--- src/verilog/ir_codec_regs.vh ---
/*
  timing constants for the pulse-distance infrared codec, derived from the
  50 MHz reference that times the transmit and receive logic.
  assumes the includer works in clock cycles of that reference.
*/
// Operation
// transmit takes 8-bit address and command
// transmit timing derived from 50 MHz clock
// 562.5 us bursts on 38 kHz carrier
// zero bit: burst plus 562.5 us space
// one bit: burst plus 1.6875 ms space
// frame opens with 9 ms burst, 4.5 ms space
// inverted payload copies follow true data
// final 562.5 us burst ends the frame
// frame duration constant for any payload
// addr, ~addr, cmd, ~cmd, lsb first, 32 bits
// receive input is active low
// receiver idles until valid lead code
// custom code start enters payload read state
// decoded bits shift into word, word output
// receive durations measured at 50 MHz
// receiver outputs address, data, inverted data
// transmit repeats frames while enable held
// receiver idles after 32 bits or bad interval
`ifndef IR_CODEC_REGS_VH
`define IR_CODEC_REGS_VH

// reference clock in kHz
`define IR_REF_KHZ 50000
// times in nanoseconds
`define IR_BURST_NS 562500
`define IR_LEAD_MARK_NS 9000000
`define IR_LEAD_SPACE_NS 4500000
`define IR_ONE_SPACE_NS 1687500
`define IR_CARRIER_NS 26316
// cycle counts at the reference rate
`define IR_BURST_CYC ((`IR_BURST_NS * (`IR_REF_KHZ / 1000)) / 1000)
`define IR_LEAD_MARK_CYC ((`IR_LEAD_MARK_NS * (`IR_REF_KHZ / 1000)) / 1000)
`define IR_LEAD_SPACE_CYC ((`IR_LEAD_SPACE_NS * (`IR_REF_KHZ / 1000)) / 1000)
`define IR_ONE_SPACE_CYC ((`IR_ONE_SPACE_NS * (`IR_REF_KHZ / 1000)) / 1000)
`define IR_CARRIER_CYC ((`IR_CARRIER_NS * (`IR_REF_KHZ / 1000)) / 1000)
// payload length in bits
`define IR_PAYLOAD_BITS 32

`endif

--- src/verilog/ir_tx.v ---
/*
  infrared pulse-distance frame transmitter with 38 kHz carrier.
  assumes payload inputs are stable while tx_en is held; clock is the
  reference that the timing counts are scaled for.
*/
`timescale 1ns/1ps
`include "ir_codec_regs.vh"
module ir_tx #(
  parameter BURST_CYC = `IR_BURST_CYC,
  parameter LEAD_MARK_CYC = `IR_LEAD_MARK_CYC,
  parameter LEAD_SPACE_CYC = `IR_LEAD_SPACE_CYC,
  parameter ONE_SPACE_CYC = `IR_ONE_SPACE_CYC,
  parameter CARRIER_CYC = `IR_CARRIER_CYC
) (
  input wire mclk,
  input wire rst_n,
  input wire tx_en,
  input wire [7:0] tx_addr,
  input wire [7:0] tx_cmd,
  output reg led_q,
  output reg tx_busy_q
);
  localparam [4:0] S_IDLE = 5'b00001;
  localparam [4:0] S_LMARK = 5'b00010;
  localparam [4:0] S_LSPACE = 5'b00100;
  localparam [4:0] S_MARK = 5'b01000;
  localparam [4:0] S_SPACE = 5'b10000;

  reg [4:0] state_q;
  reg [19:0] tmr_q;
  reg [5:0] bit_q;
  reg [31:0] shift_q;
  reg [10:0] car_q;
  reg car_on_q;
  wire marking;
  wire last_tick;

  // timer reloads and carrier half period cut to their register widths
  localparam [19:0] LEAD_MARK_T = LEAD_MARK_CYC[19:0];
  localparam [19:0] LEAD_SPACE_T = LEAD_SPACE_CYC[19:0];
  localparam [19:0] BURST_T = BURST_CYC[19:0];
  localparam [19:0] ONE_SPACE_T = ONE_SPACE_CYC[19:0];
  localparam integer CAR_HALF_I = CARRIER_CYC / 2 - 1;
  localparam [10:0] CAR_HALF = CAR_HALF_I[10:0];

  assign marking = (state_q == S_LMARK) || (state_q == S_MARK);
  assign last_tick = (tmr_q == 20'h0_0001);

  // carrier generator, square wave at half period each side
  always @(posedge mclk)
  begin
    if (!rst_n)
    begin
      car_q <= 11'h000;
      car_on_q <= 1'b0;
    end
    else if (!marking)
    begin
      car_q <= 11'h000;
      car_on_q <= 1'b1;
    end
    else if (car_q == CAR_HALF)
    begin
      car_q <= 11'h000;
      car_on_q <= ~car_on_q;
    end
    else
      car_q <= car_q + 11'h001;
  end

  // frame sequencer
  always @(posedge mclk)
  begin
    if (!rst_n)
    begin
      state_q <= S_IDLE;
      tmr_q <= 20'h0_0000;
      bit_q <= 6'h00;
      shift_q <= 32'h0000_0000;
      led_q <= 1'b0;
      tx_busy_q <= 1'b0;
    end
    else
    begin
      led_q <= marking & car_on_q;
      tx_busy_q <= (state_q != S_IDLE);
      if (state_q != S_IDLE)
        tmr_q <= tmr_q - 20'h0_0001;
      case (state_q)
        S_IDLE:
          if (tx_en)
          begin
            // addr, ~addr, cmd, ~cmd sent from bit 0 upward
            shift_q <= {~tx_cmd, tx_cmd, ~tx_addr, tx_addr};
            bit_q <= 6'h00;
            tmr_q <= LEAD_MARK_T;
            state_q <= S_LMARK;
          end
        S_LMARK:
          if (last_tick)
          begin
            tmr_q <= LEAD_SPACE_T;
            state_q <= S_LSPACE;
          end
        S_LSPACE:
          if (last_tick)
          begin
            tmr_q <= BURST_T;
            state_q <= S_MARK;
          end
        S_MARK:
          if (last_tick)
          begin
            if (bit_q == `IR_PAYLOAD_BITS)
              state_q <= S_IDLE;
            else
            begin
              tmr_q <= shift_q[0] ? ONE_SPACE_T : BURST_T;
              state_q <= S_SPACE;
            end
          end
        S_SPACE:
          if (last_tick)
          begin
            shift_q <= {1'b0, shift_q[31:1]};
            bit_q <= bit_q + 6'h01;
            tmr_q <= BURST_T;
            state_q <= S_MARK;
          end
        default:
          state_q <= S_IDLE;
      endcase
    end
  end
endmodule // ir_tx

--- src/verilog/ir_rx.v ---
/*
  infrared pulse-distance frame receiver with lead-code detection.
  assumes ir_rx_n is the demodulated, inverted receiver output already
  synchronous to mclk.
*/
`timescale 1ns/1ps
`include "ir_codec_regs.vh"
module ir_rx #(
  parameter BURST_CYC = `IR_BURST_CYC,
  parameter LEAD_MARK_CYC = `IR_LEAD_MARK_CYC,
  parameter LEAD_SPACE_CYC = `IR_LEAD_SPACE_CYC,
  parameter ONE_SPACE_CYC = `IR_ONE_SPACE_CYC
) (
  input wire mclk,
  input wire rst_n,
  input wire ir_rx_n,
  output reg [7:0] rx_addr_q,
  output reg [7:0] rx_data_q,
  output reg [7:0] rx_data_inv_q,
  output reg rx_valid_q,
  output reg rx_error_q
);
  localparam [2:0] S_IDLE = 3'b001;
  localparam [2:0] LEAD_CODE_SEEN_STATE = 3'b010;
  localparam [2:0] PAYLOAD_READ_STATE = 3'b100;

  reg [2:0] state_q;
  reg lvl_q;
  reg [19:0] len_q;
  reg lead_mark_q;
  reg [5:0] cnt_q;
  reg [31:0] word_q;
  wire mark;
  wire edge_seen;

  // nominal intervals cut to the measurement width
  localparam [19:0] BURST_T = BURST_CYC[19:0];
  localparam [19:0] LEAD_MARK_T = LEAD_MARK_CYC[19:0];
  localparam [19:0] LEAD_SPACE_T = LEAD_SPACE_CYC[19:0];
  localparam [19:0] ONE_SPACE_T = ONE_SPACE_CYC[19:0];
  // first space length past the one-bit window; reaching it cuts the frame
  localparam [19:0] SPACE_LIM = ONE_SPACE_T + (ONE_SPACE_T >> 2);

  assign mark = ~ir_rx_n;
  assign edge_seen = (mark != lvl_q);

  // interval comparison windows, about a quarter tolerance each
  function in_win;
    input [19:0] len;
    input [19:0] nom;
    begin
      in_win = (len > nom - (nom >> 2)) && (len < nom + (nom >> 2));
    end
  endfunction

  // interval measurement and decode
  always @(posedge mclk)
  begin
    if (!rst_n)
    begin
      state_q <= S_IDLE;
      lvl_q <= 1'b0;
      len_q <= 20'h0_0000;
      lead_mark_q <= 1'b0;
      cnt_q <= 6'h00;
      word_q <= 32'h0000_0000;
      rx_addr_q <= 8'h00;
      rx_data_q <= 8'h00;
      rx_data_inv_q <= 8'h00;
      rx_valid_q <= 1'b0;
      rx_error_q <= 1'b0;
    end
    else
    begin
      lvl_q <= mark;
      rx_valid_q <= 1'b0;
      rx_error_q <= 1'b0;
      if (edge_seen)
        len_q <= 20'h0_0001;
      else if (len_q != 20'hF_FFFF)
        len_q <= len_q + 20'h0_0001;
      case (state_q)
        S_IDLE:
          // lead detector: long mark then long space
          if (edge_seen && !mark)
            lead_mark_q <= in_win(len_q, LEAD_MARK_T);
          else if (edge_seen && mark)
          begin
            if (lead_mark_q && in_win(len_q, LEAD_SPACE_T))
              state_q <= LEAD_CODE_SEEN_STATE;
            lead_mark_q <= 1'b0;
          end
        LEAD_CODE_SEEN_STATE:
          // end of first address burst starts the custom code
          if (edge_seen && !mark)
          begin
            cnt_q <= 6'h00;
            if (in_win(len_q, BURST_T))
              state_q <= PAYLOAD_READ_STATE;
            else
            begin
              state_q <= S_IDLE;
              rx_error_q <= 1'b1;
            end
          end
        PAYLOAD_READ_STATE:
          if (edge_seen && mark)
          begin
            // space length decides the bit
            if (in_win(len_q, BURST_T) || in_win(len_q, ONE_SPACE_T))
            begin
              word_q <= {in_win(len_q, ONE_SPACE_T), word_q[31:1]};
              cnt_q <= cnt_q + 6'h01;
              if (cnt_q == `IR_PAYLOAD_BITS - 1)
              begin
                state_q <= S_IDLE;
                rx_addr_q <= word_q[8:1];
                rx_data_q <= word_q[24:17];
                rx_data_inv_q <= {in_win(len_q, ONE_SPACE_T), word_q[31:25]};
                rx_valid_q <= 1'b1;
              end
            end
            else
            begin
              state_q <= S_IDLE;
              rx_error_q <= 1'b1;
            end
          end
          else if (edge_seen && !mark && !in_win(len_q, BURST_T))
          begin
            state_q <= S_IDLE;
            rx_error_q <= 1'b1;
          end
          // a space past the longest window ends a cut frame
          else if (!edge_seen && !mark && len_q == SPACE_LIM)
          begin
            state_q <= S_IDLE;
            rx_error_q <= 1'b1;
          end
        default:
          state_q <= S_IDLE;
      endcase
    end
  end
endmodule // ir_rx

--- src/verilog/ir_pulse_distance_codec.v ---
/*
  top of the infrared pulse-distance codec: one transmitter, one receiver.
  assumes a 50 MHz mclk, an emitter on ir_led and a demodulating receiver
  on ir_rx_n (low during bursts).
*/
`timescale 1ns/1ps
`include "ir_codec_regs.vh"
module ir_pulse_distance_codec #(
  parameter BURST_CYC = `IR_BURST_CYC,
  parameter LEAD_MARK_CYC = `IR_LEAD_MARK_CYC,
  parameter LEAD_SPACE_CYC = `IR_LEAD_SPACE_CYC,
  parameter ONE_SPACE_CYC = `IR_ONE_SPACE_CYC,
  parameter CARRIER_CYC = `IR_CARRIER_CYC
) (
  input wire mclk,
  input wire rst_n,
  input wire tx_en,
  input wire [7:0] tx_addr,
  input wire [7:0] tx_cmd,
  output wire ir_led,
  output wire tx_busy,
  input wire ir_rx_n,
  output wire [7:0] rx_addr,
  output wire [7:0] rx_data,
  output wire [7:0] rx_data_inv,
  output wire rx_valid,
  output wire rx_error
);
  // transmit path, outputs registered inside
  ir_tx #(
    .BURST_CYC(BURST_CYC),
    .LEAD_MARK_CYC(LEAD_MARK_CYC),
    .LEAD_SPACE_CYC(LEAD_SPACE_CYC),
    .ONE_SPACE_CYC(ONE_SPACE_CYC),
    .CARRIER_CYC(CARRIER_CYC)
  ) u_tx (
    .mclk(mclk),
    .rst_n(rst_n),
    .tx_en(tx_en),
    .tx_addr(tx_addr),
    .tx_cmd(tx_cmd),
    .led_q(ir_led),
    .tx_busy_q(tx_busy)
  );

  // receive path, outputs registered inside
  ir_rx #(
    .BURST_CYC(BURST_CYC),
    .LEAD_MARK_CYC(LEAD_MARK_CYC),
    .LEAD_SPACE_CYC(LEAD_SPACE_CYC),
    .ONE_SPACE_CYC(ONE_SPACE_CYC)
  ) u_rx (
    .mclk(mclk),
    .rst_n(rst_n),
    .ir_rx_n(ir_rx_n),
    .rx_addr_q(rx_addr),
    .rx_data_q(rx_data),
    .rx_data_inv_q(rx_data_inv),
    .rx_valid_q(rx_valid),
    .rx_error_q(rx_error)
  );
endmodule // ir_pulse_distance_codec

--- config.mk ---
export PLATFORM = sky130hd
export DESIGN_NAME = ir_pulse_distance_codec
export DESIGN_NICKNAME = d
export VERILOG_FILES = /design/src/verilog/ir_tx.v /design/src/verilog/ir_rx.v /design/src/verilog/ir_pulse_distance_codec.v
export VERILOG_INCLUDE_DIRS = /design/src /design/src/verilog
export SDC_FILE = /design/constraint.sdc
export NUM_CORES = 1
export LEC_CHECK = 0
export BUFFER_PORTS_ARGS = -buffer_cell sky130_fd_sc_hd__buf_4
export CAP_MARGIN = 20
export CORE_UTILIZATION = 25
export DETAILED_ROUTE_END_ITERATION = 12
export HOLD_SLACK_MARGIN = 0.02
export PLACE_DENSITY = 0.38
export SLEW_MARGIN = 20
export SYNTH_ARGS = -nofsm -noshare
export SYNTH_HDL_FRONTEND = slang
export SYNTH_SLANG_ARGS = --single-unit
--- constraint.sdc ---
create_clock -name mclk -period 2.61 [get_ports mclk]
set_input_delay 0.1305 -clock mclk [delete_from_list [all_inputs] [get_ports mclk]]
set_output_delay 0.1305 -clock mclk [all_outputs]
set_load 0.02 [all_outputs]
# Yosys cells after proc, flatten, opt, wreduce, memory -nomap -nowiden
# Cells that the tools add are included.
# totals
inputBits	20
ff_bits	166
elab_cells	148
output_inout_bits	28
memories	0
ramBits	0
latch_bits	0
mem_bits_ro	0
# op_classes
eq_ne	30
multipliers	0
order_cmp	8
reduce_logical	29
div	0
addsub	5
n_mux	49
shift	0
bitwise_logic	7
# ops
operator	count
$mux W20	6
$pmux W20 S4	1
$mux W32	2
$pmux W32 S2	1
$mux W3	10
$mux W6	5
$mux W5	5
$pmux W6 S2	2
$add A20 B1 Y20 const B	1
$eq A20 B1 Y1 const B	1
$eq A20 B17 Y1 const B	1
$gt A20 B15 Y1 const B	1
$gt A20 B16 Y1 const B	1
$gt A20 B18 Y1 const B	1
$gt A20 B19 Y1 const B	1
$lt A20 B16 Y1 const B	1
$lt A20 B17 Y1 const B	1
$lt A20 B19 Y1 const B	1
$lt A20 B20 Y1 const B	1
$ne A20 B20 Y1 const B	1
$pmux W5 S4	1
$sub A20 B1 Y20 const B	1
$ne A2 B1 Y1 const B	9
$mux W17	1
other kinds (34)	72

# Depth between registers and ports, before layout
# Gate-level depths: netlist of the first run.
# logic_depth
ltp_word	9
ltp_mapped	10
depth_no_buf	8

# Hierarchy
# Synthesis of the first run repeated with hierarchy kept, for this count alone.
# hier_totals
cells_unflattened	994
area_unflattened_um2	8259.2
# modules_own_cells
mod	n_inst	area_per_inst_um2	cells_each	seq_area_each_um2
ir_rx	1	4275.4	513	1761.7
ir_tx	1	3983.8	481	1541.5

# Least setup slack after synthesis of the first run
# Ideal clock, no wire load.
# synth_timing
path_type	register -> register
start	register u_tx.state_q[1]
end	register u_tx.tmr_q[16]
path_stages_with_launch	8
slack_ns	0.510
setup_ns	0.120
n_path_buf	1
t_arrival_ns	1.980
required_ns	2.490
synth_period_minus_slack_ns	2.100
path_cell_list	dfxtp_1 > buf_2 > or3_4 > or3b_4 > or2_1 > o21ai_1 > a211oi_1 > o31a_1
# synth_via
elab_chain_len	5
elab_cells_between_ends	14
cone_classes	eq/ne: 6; mux: 7; reduce/logical: 1
# synth_lines
item	line	rtl
start, declared	ir_tx.v:29	reg [4:0] state_q;
start signal, assigned	ir_tx.v:76	state_q <= S_IDLE;
start signal, assigned	ir_tx.v:97	state_q <= S_LMARK;
start signal, assigned	ir_tx.v:103	state_q <= S_LSPACE;
$ne A5 B1 Y1	ir_tx.v:87	if (state_q != S_IDLE)
$mux W20	ir_tx.v:87	
$mux W20	ir_tx.v:114	if (bit_q == `IR_PAYLOAD_BITS)
$mux W20	ir_tx.v:112	if (last_tick)
$pmux W20 S4 *	ir_tx.v:89	case (state_q)
end signal, assigned	ir_tx.v:88	tmr_q <= tmr_q - 20'h0_0001;
end signal, assigned	ir_tx.v:118	tmr_q <= shift_q[0] ? ONE_SPACE_T : BURST_T;
end, declared	ir_tx.v:30	reg [19:0] tmr_q;
# Mark *: on every way between the ends. The rest lies on a longest branch, timed or not.
# A chain may end at the register's enable or synchronous reset.

# Worst setup path after layout of the first run
# layout_timing
start	register u_rx.len_q[12]
end	register u_rx.cnt_q[4]
# layout_via
elab_chain_len	5
elab_cells_between_ends	9
cone_classes	order compare: 4; eq/ne: 1; reduce/logical: 4
# layout_lines
item	line	rtl
start, declared	ir_rx.v:29	reg [19:0] len_q;
start signal, assigned	ir_rx.v:81	len_q <= len_q + 20'h0_0001;
$gt A20 B15 Y1, or another cell as far along	ir_rx.v:52	in_win = (len > nom - (nom >> 2)) && (len < nom + (nom >> 2));
$logic_and A1 B1 Y1	ir_rx.v:52	
$logic_or A1 B1 Y1 *	ir_rx.v:110	if (in_win(len_q, BURST_T) || in_win(len_q, ONE_SPACE_T))
$ne A2 B1 Y1 (no source line) *	--	
$reduce_and A4 Y1 (no source line) *	--	
end signal, assigned	ir_rx.v:113	cnt_q <= cnt_q + 6'h01;
end, declared	ir_rx.v:31	reg [5:0] cnt_q;
# Marked as above.

==> results of run 1 <==
-- power by group through the flow --
| stage | clock network (W) | logic, W | registers [W] |
|---|---|---|---|
| global route | 0.00321 | 0.000785 | 0.00274 |
| floorplan | 0 | 0.000486 | 0.00276 |
| CTS | 0.00309 | 0.000708 | 0.00272 |
| finish | 0.00300 | 0.000698 | 0.00272 |
| detailed placement | 0 | 0.000690 | 0.00278 |
| global placement | 0 | 0.000698 | 0.00278 |
-- worst max path at each step --
stage | end | slack, ns
finish | u_rx.cnt_q[4] | 0.18
detailed placement | u_rx.rx_valid_q | -0.05
global placement | u_rx.rx_valid_q | -0.19
global route | u_rx.word_q[4] | 0.02
floorplan | u_tx.tmr_q[16] | 0.51
CTS | u_rx.rx_valid_q | 0.04
-- routing by layer --
layer	part of all wire, %	up-vias	GRT usage, %
li1	-	3667	-
met1	52	3416	18.9
met2	44	110	21.1
met3	2.8	21	2.65
met4	1.5	0	4.30
met5	0	-	0
-- state kept, by name, summed over array words and instances, names as in the netlist, 3 cells and up --
| name | flops |
|---|---|
| u_tx.bit_q | 6 |
| u_rx.rx_data_inv_q | 8 |
| u_tx.tmr_q | 20 |
| u_rx.rx_addr_q | 8 |
| u_rx.rx_data_q | 8 |
| u_rx.state_q | 3 |
| u_tx.car_q | 11 |
| u_rx.cnt_q | 6 |
| u_tx.state_q | 5 |
| u_rx.len_q | 20 |
| u_rx.word_q | 31 |
| u_tx.shift_q | 32 |
-- what timing repair did --
action	in CTS	in global routing
hold endpoints to repair	11	0
hold buffers	11	0
gates cloned	0	0
setup endpoints to repair	1	16
gates resized for setup	2	3
-- placed cells by master, fill, tap and decap left out, drive strengths merged, types with 4 or more instances in the layout --
master / synthesis / routed
a311oi: 5 / 5
or2: 5 / 5
nor3b: 4 / 4
nor4: 15 / 15
and4: 6 / 6
xnor2: 18 / 18
a21oi: 74 / 74
dfxtp: 165 / 165
and2: 6 / 6
nor2: 64 / 64
inv: 29 / 30
buf: 25 / 97
nand4b: 7 / 7
nand3b: 8 / 8
a31oi: 17 / 17
and3: 31 / 31
mux2i: 25 / 25
a211oi: 6 / 6
o2111ai: 4 / 4
bufinv: 0 / 7
nand4: 16 / 16
dlygate4sd3: 0 / 11
nand2: 144 / 144
o211ai: 33 / 33
clkbuf: 51 / 18
or3: 4 / 4
nor3: 21 / 21
or4: 5 / 5
ha: 12 / 12
nand3: 57 / 57
xor2: 25 / 25
o21ai: 59 / 59
-- kinds of logic after synthesis --
kind of cell / share of synthesized area [%]
AOI/OAI and AO/OA: 18.4
adders and majority gates: 1.85
buffers and inverters: 5.51
muxes: 3.08
and+or+nand+nor: 25.9
DFF: 40.7
xor gates and xnor gates: 4.64
-- cells in the mapped netlist, types with 4 or more instances --
master,count
sky130_fd_sc_hd__clkbuf_1,51
sky130_fd_sc_hd__nand2_1,144
sky130_fd_sc_hd__mux2i_1,25
sky130_fd_sc_hd__nor3b_1,4
sky130_fd_sc_hd__nand3b_1,8
sky130_fd_sc_hd__or4_1,4
sky130_fd_sc_hd__ha_1,12
sky130_fd_sc_hd__nor3_1,21
sky130_fd_sc_hd__a311oi_1,5
sky130_fd_sc_hd__inv_1,29
sky130_fd_sc_hd__xor2_1,25
sky130_fd_sc_hd__dfxtp_1,165
sky130_fd_sc_hd__nor4_1,14
sky130_fd_sc_hd__a31oi_1,17
sky130_fd_sc_hd__buf_2,19
sky130_fd_sc_hd__a211oi_1,6
sky130_fd_sc_hd__o21ai_0,56
sky130_fd_sc_hd__nor2_1,64
sky130_fd_sc_hd__o211ai_1,32
sky130_fd_sc_hd__nand3_1,55
sky130_fd_sc_hd__a21oi_1,73
sky130_fd_sc_hd__or2_2,4
sky130_fd_sc_hd__nand4_1,16
sky130_fd_sc_hd__nand4b_1,7
sky130_fd_sc_hd__and3_1,31
sky130_fd_sc_hd__xnor2_1,18
sky130_fd_sc_hd__and4_1,6
-- through the flow --
step	hold slack [ns]	total power, W
finish	0.0378	0.00642
global route	0.0314	0.00673
CTS	0.0216	0.00652
detailed placement	0.337	0.00347
global placement	0.335	0.00348
floorplan	0.203	0.00324
-- critical path, cell delays in order, from the launching register on --
cell	delay, ns
sky130_fd_sc_hd__dfxtp_1	0.54
sky130_fd_sc_hd__o21ai_0	0.24
sky130_fd_sc_hd__a211o_1	0.30
sky130_fd_sc_hd__a31oi_1	0.36
sky130_fd_sc_hd__o211ai_2	0.22
sky130_fd_sc_hd__buf_4	0.22
sky130_fd_sc_hd__a2111o_1	0.41
sky130_fd_sc_hd__nand3_1	0.08
-- area by class of cell --
cell class / count / area [sq um]
repair buffers: 108 / 863
inverters: 29 / 109
clock inverters: 13 / 253
multi-input cells: 726 / 4390
well taps: 435 / 544
fillers: 3419 / 21900
clock buffers: 18 / 439
flip-flops and latches: 165 / 3310
==> summary.md, run 1 <==
The most used flip-flop cell after synthesis is sky130_fd_sc_hd__dfxtp_1. In the routed layout, each cell is associated on average with a via count of 4.83. The remaining antenna violation count after routing was 0; the post-synthesis cell type count was 80. After detailed placement, the total cell area comes to 9090 sq um. The start point of the worst min-delay path was tx_addr[6].

IR analysis of the VDD net gives a maximum drop of 0.000399 V. In this run the deepest clock path goes through 2 buffers. The leakage component of the power came out at 3.59 nW.

Of the synthesized area, sequential elements account for 40.7%. The number of synthesized register bits was 165; the clock skew was 0.0121 ns. CTS built an H-tree with a depth of 4. Each instance of the synthesized netlist takes up on average 8.16 sq um. Critical path class: flop to flop.

The logs give 0 for the number of hold-slack violations in the final timing report and 0.43 ns for the clock latency of the later-clocked register in the worst-skew pair. Synthesis handed over a netlist of 996 instances. The slew at the pin closest to its max-slew limit came out at 0.583 ns. Summed over all failing endpoints, the final setup total negative slack is 0 ns.

With fillers left out, the area of the finished cells amounts to 9910 sq um. After clock tree synthesis, the clock-pin slew on the worst setup and hold paths is 0.07 ns. The count of buffers added on input and output ports is 47. The tools report the global route total overflow as 0. The setup check on the worst reg-to-reg path leaves a slack of 0.18 ns. The total clock buffers created by CTS came out at 17. The run finished with clean final reports. After synthesis the cells add up to 8130 sq um.

TritonCTS built the clock tree. After layout, the minimum clock period comes to 2.43 ns. Of the total power, combinational logic draws 10.9%. For the placed wire-length estimate, the log shows 14900 um. Once the floorplan was initialized, standard cells occupied 25.6% of the core. The worst register-to-register path ends at u_rx.cnt_q[4]. For this design the ratio of total power to cell area is 648 nW/um^2.

After detailed routing, the average wire length per cell comes to 15.0 um. The initial antenna violation count was 0; the total of warnings raised by yosys was 0. The total clock sinks was 165; the signed area change from the synthesized netlist to the final layout was 21.9%. In this run the worst hold path is classified as primary input to flop. The startpoint identified for the worst register-to-register timing path is u_rx.len_q[12].

The number of nets handed over by synthesis was 1028. Clock tree synthesis selected as its root buffer the cell sky130_fd_sc_hd__clkbuf_16. The post-layout utilization of the core was 31.2%; the die area was 33200 sq um.

Summing over every cut layer, the via total after detailed routing is 7214. The analysis attributes to net switching a power of 0.00157 W. At the worst endpoint, the arrival time is 2.80 ns.

The count of routing violations after the opening detailed-route iteration is 367. The via count of the first global-routing pass was 6959. The biggest area contributor in the post-synthesis netlist is sky130_fd_sc_hd__dfxtp_1. The synthesized design contains 0 enable-type register cells. The startpoint class of the critical path is a flop. Measured along the x axis, the die boundary spans 182 um.

Of the total power, registers draw 42.4%. After floorplanning, the core was sized to cover 31800 sq um. The tool flagged a number of max-cap violations equal to 0. The worst hold endpoint was u_tx.shift_q[14]. By area the synthesized netlist is led by sky130_fd_sc_hd__dfxtp_1 41%, sky130_fd_sc_hd__nand2_1 6.7%, sky130_fd_sc_hd__a21oi_1 4.5%. The critical path starts at u_rx.len_q[12]. The pre-antenna-repair detailed-routing pass consisted of 5 iterations. For this run, the total global-route usage over all layers was measured as 13.6%. Timing-limited maximum frequency: 412 MHz.

The routed design has 22300 um of wire. In the final layout, the share of cells above drive strength 1 is 14.8%. For this design the top-level I/O count stands at 48. Along the worst hold path, the cell count comes to 4. The final worst-path cycle share was 93.0%. Setup violations remaining at the end of the flow were counted as 0.

After detailed routing, the number of remaining DRC violations is 0. The first global-routing pass estimated 36600 um of wire. Prior to clock tree synthesis, the placed netlist has a worst setup slack of -0.0501 ns.

Measured against its own limit, the worst slew margin works out to 61.0%. The number of setup buffers added after CTS is 0. The count of pins over their slew limit is 0. Measured in cells, the most critical reg-to-reg path has a length of 7. Entering global routing, the biggest net connects 47 pins. Of all nets on the critical path, the largest fanout is 11.

The vertical die dimension is 182 um, and the number of cells after detailed placement is 1452. The type of element capturing the critical path is a flop. Setup repair after global routing left no endpoint under its margin. 0 antenna diodes ended up in the layout.

Summed over its instances, the top area cell type makes up 40.7% of the synthesized netlist area. Required time reported for the critical path endpoint: 2.98 ns. Per report_power, the clock group accounts for 46.7% of the total. Net switching is 24.5% of the power. The initialized floorplan defines 65 standard-cell rows.

The final instance count without filler cells was 1494; the share of async-settable or async-resettable flops after synthesis was 0%. Internal power comes to 0.00485 W. Routability-driven placement finished with a final weighted congestion of 0.781.

At the end of the flow, the number of nets in the layout was 1079. Across all setup checks in the final design, the least slack found is 0.181 ns.
No activity file was read; power rests on OpenSTA's default activity.
==> inputs of run 2 (changes only) <==
--- a/config.mk
+++ b/config.mk
@@ -6,12 +6,14 @@
 export SDC_FILE = /design/constraint.sdc
 export NUM_CORES = 1
 export LEC_CHECK = 0
+export ABC_CLOCK_PERIOD_IN_PS = 2610
 export BUFFER_PORTS_ARGS = -buffer_cell sky130_fd_sc_hd__buf_4
 export CAP_MARGIN = 20
 export CORE_UTILIZATION = 25
 export DETAILED_ROUTE_END_ITERATION = 12
 export HOLD_SLACK_MARGIN = 0.02
-export PLACE_DENSITY = 0.38
+export MAX_ROUTING_LAYER = met4
+export PLACE_DENSITY = 0.43
 export SLEW_MARGIN = 20
 export SYNTH_ARGS = -nofsm -noshare
 export SYNTH_HDL_FRONTEND = slang
==> summary.md, run 2 (synthesis results as in run 1) <==
The signed area change from the synthesized netlist to the final layout is 20.6% (was 21.9%). The type of element capturing the critical path was a flop (unchanged). The count of routing violations after the opening detailed-route iteration was 501 (was 367). The final wirelength came out at 21600 um (was 22300 um). The maximum number of pins on one net before global-route repair is 47 (unchanged), and the clock skew is 0.0104 ns (was 0.0121 ns). The run gives 33200 sq um (unchanged) as the die area.

The total power per unit cell area was 624 nW/um^2 (was 648 nW/um^2); the final worst hold slack was 0.0437 ns (was 0.0378 ns). The final worst-path cycle share was 92.2% (was 93.0%); the placed wire-length estimate was 14500 um (was 14900 um). The tools report the clock root buffer master as sky130_fd_sc_hd__clkbuf_16 (unchanged). The final RePlAce weighted congestion is 0.845 (was 0.781). The clock transition time at the flip-flop clock pins of the worst setup and hold paths works out to 0.07 ns (about the same). The post-detailed-route wirelength per cell is 14.5 um (was 15.0 um), and the largest buffer count on any clock path is 2 (unchanged).

The remaining antenna violation count after routing was 0 (unchanged); the final setup slack of the worst path was 0.205 ns (was 0.181 ns). The post-placement setup slack is 0.162 ns (was -0.0501 ns), and the vertical die dimension is 182 um (unchanged). Biggest regs: u_tx.shift_q (32), u_rx.word_q (31) (unchanged). The layout cell share with drive strength beyond 1 works out to 14.3% (was 14.8%). Number of buffers inserted by port buffering: 47 (unchanged). The via count of the first global-routing pass came out at 6960 (was 6959). The detailed-route vias per instance is 4.87 (was 4.83). The setup TNS is 0 ns (unchanged). The critical path arrival is 2.78 ns (was 2.80 ns), and the standard-cell row count is 65 (unchanged). For the number of inserted diodes, the log shows 0 (unchanged).

Commonest cells after routing, fill and taps aside: 162 x sky130_fd_sc_hd__dfxtp_1, 144 x sky130_fd_sc_hd__nand2_1, 88 x sky130_fd_sc_hd__buf_4, 73 x sky130_fd_sc_hd__a21oi_1, 64 x sky130_fd_sc_hd__nor2_1 (was 162 x sky130_fd_sc_hd__dfxtp_1, 144 x sky130_fd_sc_hd__nand2_1, 95 x sky130_fd_sc_hd__buf_4, 73 x sky130_fd_sc_hd__a21oi_1, 64 x sky130_fd_sc_hd__nor2_1). The run gives 0 (unchanged) as the count of pins over their slew limit. Setup repair after global routing left no endpoint under its margin. The remaining max-slew budget at the tightest pin came out at 54.5% (was 61.0%). The run finished with clean final reports.

The worst-path maximum fanout was 12 (was 11). The run gives 165 (unchanged) as the total clock sinks. For the global route total overflow, the log shows 0 (unchanged). The I/O pin total is 48 (unchanged), and the number of cells traversed by the worst register-to-register path is 7 (unchanged). The final instance count without filler cells was 1489 (was 1494).

The worst min-delay path class was primary input to flop (unchanged). The run gives 7258 (was 7214) as the via count of the routed design. The tools report the effective utilization at floorplan as 25.6% (unchanged). The global-route wire length before repair is 36500 um (was 36600 um), and the final setup violation count is 0 (unchanged). Largest register by flop count: u_tx.shift_q (unchanged). The logs give 0 (unchanged) for the initial antenna violation count and 4 (unchanged) for the deepest level of the CTS H-tree.

The total clock buffers created by CTS is 17 (unchanged). The run gives 1446 (was 1452) as the number of cells after detailed placement. The critical path class was flop to flop (unchanged). Clock latency of the later-clocked register in the worst-skew pair: 0.44 ns (was 0.43 ns). The number of maximum-capacitance violations is 0 (unchanged), and the overall track demand over capacity in global routing is 13.9% (was 13.6%). The slew at the pin closest to its max-slew limit is 0.677 ns (was 0.583 ns), and the worst voltage drop across the vdd grid is 0.000457 V (was 0.000399 V). The depth of the worst hold-timing path works out to 4 (unchanged). The number of detailed-route iterations in the first pass is 5 (unchanged), and the time the worst path needs with I/O delays and setup is 2.41 ns (was 2.43 ns).

The run gives 0 (unchanged) as the total DRC errors in the routed layout. TritonCTS built the clock tree. For the timing-limited maximum frequency, the log shows 416 MHz (was 412 MHz). The leading cell type in the layout, fill and taps excluded was sky130_fd_sc_hd__dfxtp_1 (unchanged). The number of hold-slack violations in the final timing report is 0 (unchanged), and the number of nets in the finished design is 1073 (was 1079).

The startpoint class of the critical path is a flop (unchanged). The die span in x is 182 um (unchanged), and the standard cell core area is 31800 sq um (unchanged). The required time reported for the critical path endpoint was 2.98 ns (about the same). The tools report the leakage component of the power as 3.54 nW (was 3.59 nW). The flip-flop count of the largest register, all copies and words added is 32 (unchanged).
==> run 2: power breakdown <==
part	switching (W)	internal [W]
sequential	0.0000868	0.00263
clock	0.00113	0.00157
combinational	0.000397	0.000293
total	0.00161	0.00450
==> run 2: area by class of cell <==
| cell class | instances | area, sq um |
|---|---|---|
| tap | 435 | 544 |
| timing repair buffer | 102 | 831 |
| multi-input combinational | 726 | 4380 |
| fill | 3445 | 22000 |
| clock buffer | 19 | 453 |
| inverter | 29 | 109 |
| sequential | 165 | 3310 |
| clock inverter | 13 | 170 |
==> run 2: through the flow <==
step	instance area, sq um	util [%]	power (W)
floorplan	8130	-	0.00324
global placement	9050	28.5	0.00346
detailed placement	9050	28.5	0.00346
CTS	9780	30.8	0.00621
global route	9800	30.8	0.00642
finish	9800	30.8	0.00611
==> run 2: per-layer routing <==
layer	part of all wire, %	global-route usage (%)	vias up
met1	51	18.7	3429
met3	3.8	2.55	20
met5	0	-	-
met4	1.1	3.97	0
li1	-	-	3663
met2	45	21.0	146
==> run 2: timing repair <==
action                                  in CTS  in global routing
setup buffers                                0                  0
gates resized for setup                      0                  4
endpoints found under the setup margin       0                 48
hold buffers                                11                  0
hold endpoints to repair                    11                  0
==> run 2: worst max-delay path, stage by stage (launching register included) <==
cell                        delay, ns
sky130_fd_sc_hd__dfxtp_1         0.57
sky130_fd_sc_hd__inv_1           0.17
sky130_fd_sc_hd__and4_1          0.26
sky130_fd_sc_hd__a41oi_2         0.30
sky130_fd_sc_hd__o2111ai_2       0.32
sky130_fd_sc_hd__a21oi_4         0.26
sky130_fd_sc_hd__buf_4           0.25
sky130_fd_sc_hd__mux2i_1         0.21
==> run 2: path summary, 6_finish.rpt <==
check,start,endpoint,slack (ns)
setup / recovery,u_rx.len_q[11],u_rx.rx_data_q[6],0.20
hold / removal,tx_addr[0],u_tx.shift_q[8],0.04
setup reg to reg,u_rx.len_q[11],u_rx.rx_data_q[6],0.20
hold reg to reg,u_tx.shift_q[12],u_tx.shift_q[12],0.45
